File: src/hdl/ssr_consts.svh
`ifndef SSR_CONSTS_SVH
`define SSR_CONSTS_SVH

// clock and timing
`define SSR_CLK_MHZ 125
`define SSR_HOLD_MS 140
`define SSR_HOLD_CYC (`SSR_HOLD_MS * 1000 * `SSR_CLK_MHZ)
// manual reset must be low this long to count (ns)
`define SSR_MR_MIN_NS 2500
`define SSR_MR_CYC ((`SSR_MR_MIN_NS * `SSR_CLK_MHZ) / 1000)
// supply excursions shorter than this are ignored (ns)
`define SSR_GLITCH_NS 8000
`define SSR_GLITCH_CYC ((`SSR_GLITCH_NS * `SSR_CLK_MHZ) / 1000)
`define SSR_CNT_W 32
`define SSR_FLT_W 12

`endif

File: src/hdl/ssr_pkg.sv
package ssr_pkg;
   typedef struct packed {
      logic under;
      logic over;
   } ssr_supply_t;

   typedef enum logic [1:0] {
      SSR_ST_RESET = 2'b00,
      SSR_ST_HOLD = 2'b01,
      SSR_ST_RUN = 2'b10
   } ssr_state_t;
endpackage

File: src/hdl/ssr_supervisor.sv
`timescale 1ns/10ps
`include "ssr_consts.svh"
module ssr_supervisor #(
   parameter bit RESET_ACTIVE_HIGH = 1'b1,
   parameter logic [`SSR_CNT_W-1:0] HOLD_CYC = `SSR_HOLD_CYC,
   parameter logic [`SSR_FLT_W-1:0] GLITCH_CYC = `SSR_FLT_W'(`SSR_GLITCH_CYC)
) (
   input wire logic i_clk,
   input wire logic i_resetn,
   input wire ssr_pkg::ssr_supply_t i_supply,
   input wire logic i_manual_reset_n,
   input wire logic i_manual_reset_n_oe,
   output logic o_reset,
   output logic o_overvoltage_flag_n_o,
   output logic o_overvoltage_flag_n_oe
);

   // ----------------------------------------
   // manual reset pull-up and debounce
   // ----------------------------------------
   localparam logic [`SSR_FLT_W-1:0] MR_CYC = `SSR_FLT_W'(`SSR_MR_CYC);
   logic mr_in;
   logic mr_act_reg, mr_act_next;
   logic [`SSR_FLT_W-1:0] mr_cnt_reg, mr_cnt_next;

   // undriven pin reads high
   assign mr_in = i_manual_reset_n_oe ? i_manual_reset_n : 1'b1;

   always_comb begin
      mr_act_next = mr_act_reg;
      mr_cnt_next = '0;
      if ((!mr_in) != mr_act_reg) begin
         // level must stand MR_CYC cycles before it is taken
         if (mr_cnt_reg >= MR_CYC - `SSR_FLT_W'(1)) begin
            mr_act_next = !mr_in;
         end else begin
            mr_cnt_next = mr_cnt_reg + `SSR_FLT_W'(1);
         end
      end
   end

   always_ff @(posedge i_clk) begin
      if (!i_resetn) begin
         mr_act_reg <= 1'b0;
         mr_cnt_reg <= '0;
      end else begin
         mr_act_reg <= mr_act_next;
         mr_cnt_reg <= mr_cnt_next;
      end
   end

   // ----------------------------------------
   // supply glitch filters
   // ----------------------------------------
   logic uv_reg, uv_next, ov_reg, ov_next;
   logic [`SSR_FLT_W-1:0] uv_cnt_reg, uv_cnt_next, ov_cnt_reg, ov_cnt_next;

   always_comb begin
      uv_next = uv_reg;
      ov_next = ov_reg;
      uv_cnt_next = '0;
      ov_cnt_next = '0;
      // excursion must persist GLITCH_CYC cycles to count
      if (i_supply.under != uv_reg) begin
         if (uv_cnt_reg >= GLITCH_CYC - `SSR_FLT_W'(1)) begin
            uv_next = i_supply.under;
         end else begin
            uv_cnt_next = uv_cnt_reg + `SSR_FLT_W'(1);
         end
      end
      if (i_supply.over != ov_reg) begin
         if (ov_cnt_reg >= GLITCH_CYC - `SSR_FLT_W'(1)) begin
            ov_next = i_supply.over;
         end else begin
            ov_cnt_next = ov_cnt_reg + `SSR_FLT_W'(1);
         end
      end
   end

   always_ff @(posedge i_clk) begin
      if (!i_resetn) begin
         uv_reg <= 1'b0;
         ov_reg <= 1'b0;
         uv_cnt_reg <= '0;
         ov_cnt_reg <= '0;
      end else begin
         uv_reg <= uv_next;
         ov_reg <= ov_next;
         uv_cnt_reg <= uv_cnt_next;
         ov_cnt_reg <= ov_cnt_next;
      end
   end

   // ----------------------------------------
   // reset sequencer
   // ----------------------------------------
   ssr_pkg::ssr_state_t st_reg, st_next;
   logic [`SSR_CNT_W-1:0] hold_reg, hold_next;
   logic cause;
   logic rst_reg, rst_next;
   logic hv_reg, hv_next;

   assign cause = mr_act_reg || uv_reg || ov_reg;

   always_comb begin
      st_next = st_reg;
      hold_next = hold_reg;
      case (st_reg)
         ssr_pkg::SSR_ST_RESET: begin
            hold_next = '0;
            if (!cause) begin
               st_next = ssr_pkg::SSR_ST_HOLD;
            end
         end
         ssr_pkg::SSR_ST_HOLD: begin
            // any cause restarts the full hold time
            if (cause) begin
               st_next = ssr_pkg::SSR_ST_RESET;
            end else if (hold_reg >= HOLD_CYC - `SSR_CNT_W'(1)) begin
               st_next = ssr_pkg::SSR_ST_RUN;
            end else begin
               hold_next = hold_reg + `SSR_CNT_W'(1);
            end
         end
         ssr_pkg::SSR_ST_RUN: begin
            if (cause) begin
               st_next = ssr_pkg::SSR_ST_RESET;
            end
         end
         default: begin
            st_next = ssr_pkg::SSR_ST_RESET;
         end
      endcase
      rst_next = cause || (st_next != ssr_pkg::SSR_ST_RUN);
      hv_next = ov_reg;
   end

   always_ff @(posedge i_clk) begin
      if (!i_resetn) begin
         // power-on starts in reset with the hold still to run
         st_reg <= ssr_pkg::SSR_ST_RESET;
         hold_reg <= '0;
         rst_reg <= 1'b1;
         hv_reg <= 1'b0;
      end else begin
         st_reg <= st_next;
         hold_reg <= hold_next;
         rst_reg <= rst_next;
         hv_reg <= hv_next;
      end
   end

   assign o_reset = RESET_ACTIVE_HIGH ? rst_reg : !rst_reg;
   // open drain: only ever drives low
   assign o_overvoltage_flag_n_o = 1'b0;
   assign o_overvoltage_flag_n_oe = hv_reg;
endmodule

File: config.mk
export PLATFORM = sky130hd
export DESIGN_NAME = ssr_supervisor
export DESIGN_NICKNAME = d
export VERILOG_FILES = /design/src/hdl/ssr_pkg.sv /design/src/hdl/ssr_supervisor.sv
export VERILOG_INCLUDE_DIRS = /design/src /design/src/hdl
export SDC_FILE = /design/constraint.sdc
export NUM_CORES = 1
export LEC_CHECK = 0
export BUFFER_PORTS_ARGS = -buffer_cell sky130_fd_sc_hd__buf_4
export CAP_MARGIN = 20
export CORE_ASPECT_RATIO = 1.1
export CORE_UTILIZATION = 45
export DETAILED_ROUTE_END_ITERATION = 10
export PLACE_DENSITY = 0.67
export SETUP_SLACK_MARGIN = 0.3
export SKIP_LAST_GASP = 1
export SYNTH_ARGS = -nofsm -noshare
export SYNTH_HDL_FRONTEND = slang
export SYNTH_SLANG_ARGS = --single-unit
File: constraint.sdc
create_clock -name i_clk -period 7.3 [get_ports i_clk]
set_clock_uncertainty 0.15 [all_clocks]
set_input_delay 0.365 -clock i_clk [delete_from_list [all_inputs] [get_ports i_clk]]
set_output_delay 0.365 -clock i_clk [all_outputs]
set_load 0.05 [all_outputs]
==> summary.md <==
| Metric | Value |
|---|---|
| Maxcap violations | 0 |
| Setup Viol. Count Final | 0 |
| Placed cells | 430 |
| CTS Buf Count | 9 |
| Root buf cell | clkbuf_8 |
| Final Net Count | 369 |
| Crit path required time | 7.42 ns |
| RSZ-0062 raised after global routing | false |
| Antenna diode count | 0 |
| Final worst path period share | 0.358 |
| DPL Wire Length | 3.72 mm |
| DR pass1 iterations | 4 |
| Layout Area Growth over Synthesis | 10.7% |
| Drt total wl | 5.46 mm |
| Hold Path Class | input port to flip-flop |
| DIE WIDTH | 81.1 µm |
| Setup TNS | 0 ns |
| Largest stage delay, worst path | 0.56 ns |
| Vias | 2,364 |
| Synthesized instance count | 344 |
| Finished Layout Cells | 446 |
| Crit end category | flip-flop |
| Dominant cell type by area after synthesis | dfxtp_1 |
| Largest net degree at the start of global routing | 42 |
| Post-route ant nets | 0 |
| Gr ovfl total | 0 |
| Die Area | 7220 µm² |
| Initial antenna violation count | 0 |
| Number of port buffers | 7 |
| Final Wtd Congestion | 0.789 |
| FF+latch count, synth | 75 |
| Max H-tree Level | 3 |
| CP max stage cell | or4_1 |
| Vias in the first global route | 2,155 |
| Overall power | 760 µW |
| Clk slew on worst S/H paths | 0.08 ns |
| Die height | 89.0 µm |
| Status | complete, no violations |
| Vias per inst | 5.30 |
| Clock tree buffer depth | 2 |
| CTS Hold Bufs | 0 |
| CP Cell Sequence | or4_1, o21ai_2, nand4_2, o22a_4, or4_1, a21oi_1 |
| Crit path time final | 2.61 ns |
| Arrival @ worst endpoint | 2.73 ns |
| Max FFs per register | 32 |
| Layout cells sized above 1 | 0.0769 |
| Syn Area/Cell | 9.00 µm² |
| Cell with the most instances on the worst path | or4_1 |
| Drt initial violations | 112 |
| Worst skew pair latency | 0.34 ns |
| Synth top area cells | dfxtp_1 48%, nor2_1 5.7%, nand3_1 4.4%, xor2_1 4.0%, xnor2_1 3.7% |
| Initial Util | 0.467 |
| Post-synthesis sequential area ratio | 0.485 |
| Worst slew margin | 0.509 |
| Fmax | 0.383 GHz |
| Max VDD drop | 0.133 mV |
| Synth warn | 0 |
| First-pass GRT wire length | 9.45 mm |
| Post-cts sizing count | 0 |
| Setup CP Type | flip-flop to flip-flop |
| Mapped cell area | 3100 µm² |
| Top-area cell type share of the netlist area | 0.485 |
| Sink Count | 75 |
| Average wire per standard cell | 12.2 µm |
| Final Hold Fails | 0 |
| # IOs | 9 |
| Row cnt | 31 |
| DRC | 0 |
| Worst-Margin Slew | 0.718 ns |
| Max FO, Critical Path | 41 |
| CTS tree | yes |
| Core area | 6630 µm² |
| Final Slew Violations | 0 |
| Leakage | 1.15 nW |
| Tot GR Track Use | 0.171 |
| Setup Buffers After CTS | 0 |
| Critical path startpoint category | flip-flop |
| Power Dens Cells | 222 nW/µm² |
| Count of cell types in the netlist | 42 |
==> cells in the mapped netlist (all sizes together) <==
cell	number
nor3	4
ha	4
and4bb	2
clkbuf	5
o2111ai	1
o31ai	7
xnor2	13
nor2	47
nor2b	6
xor2	14
nor4	3
a211o	1
or3	11
dfxtp	75
or4	11
o211ai	1
buf	6
a21oi	22
a32oi	1
and4b	1
nor3b	1
mux2i	4
nand2	22
and3	6
nand3	27
and2	13
and4	1
nor4b	1
conb	1
nand4	7
o21a	2
a2111oi	1
o21ai	15
inv	4
a311oi	2
o311a	1
o22a	1
==> worst max-delay path, delay by kind of cell, from the launching register on <==
| kind | cells | cell delay [ns] |
|---|---|---|
| flops | 1 | 0.33 |
| compound gates | 3 | 0.76 |
| simple gates | 3 | 1.30 |
==> layer usage <==
layer  global-route usage  part of all wire  vias up
li1                     -                 -     1239
met1                0.216              0.48     1089
met2                0.263              0.48       27
met3               0.0347             0.023        9
met4                0.115             0.022        0
met5                    0                 0        -
==> final timing paths <==
check | endpoint | slack [ns] | from | cells past startpoint
min | o_reset | 0.16 | i_resetn | 2
min reg2reg | uv_cnt_reg[0] | 0.30 | uv_cnt_reg[0] | 1
max reg2reg | hold_reg[23] | 4.69 | hold_reg[22] | 6
max | hold_reg[23] | 4.69 | hold_reg[22] | 6
==> area by class of cell <==
type / instances / area (µm²)
Clock buffer: 10 / 128
Clock inverter: 6 / 71.3
Fill cell: 594 / 3200
Inverter: 4 / 15.0
Multi-Input combinational cell: 261 / 1550
Sequential cell: 75 / 1500
Tap cell: 82 / 103
Timing Repair Buffer: 8 / 60.1
==> power by group <==
group | total [mW] | leakage [nW] | switching, mW | internal, mW
Clock | 0.318 | 0.0939 | 0.156 | 0.162
Combinational | 0.0251 | 0.447 | 0.0162 | 0.00887
Sequential | 0.417 | 0.608 | 0.00354 | 0.413
==> layout by cell type, fill, tap and decap left out, types with 2 or more instances in the layout <==
master      Yosys  layout
dfxtp_1        75      75
nor2_1         47      47
nand3_1        27      27
a21oi_1        22      22
nand2_1        22      22
xor2_1         14      14
o21ai_0        14      13
xnor2_1        13      13
and2_1         13      13
or3_1          11      11
or4_1          11      11
clkbuf_8        0       9
conb_1          1       8
buf_4           1       8
o31ai_1         7       7
nor2b_1         6       6
nand4_1         6       6
and3_1          6       6
nor3_1          4       4
inv_1           4       4
mux2i_1         4       4
ha_1            4       4
nor4_1          3       3
inv_6           0       3
and4bb_2        2       2
a311oi_1        2       2
o21a_1          2       2
clkinvlp_4      0       2
==> kinds of logic after synthesis <==
family                   Yosys count  synth area share
multiplexers                       4            0.0129
AO/OA/AOI/OAI                     55             0.111
flip-flops                        75             0.485
adder cells (fa/ha/maj)            4            0.0162
buffers and inverters             15            0.0226
AND/OR/NAND/NOR                  163             0.275
XOR/XNOR                          27            0.0764
other                              1           0.00121
==> stage by stage <==
| stage | util | cell area [µm²] | hold slack, ns | setup slack, ns |
|---|---|---|---|---|
| final | 0.517 | 3430 | 0.158 | 4.69 |
| after global routing | 0.517 | 3430 | 0.169 | 4.49 |
| after CTS | 0.517 | 3430 | 0.137 | 4.68 |
| after detailed placement | 0.487 | 3230 | 0.286 | 4.71 |
| after global placement | 0.487 | 3230 | 0.278 | 4.77 |
| after floorplan | - | 3120 | 0.268 | 4.89 |
Note: power is estimated with default switching activity, not from simulation.
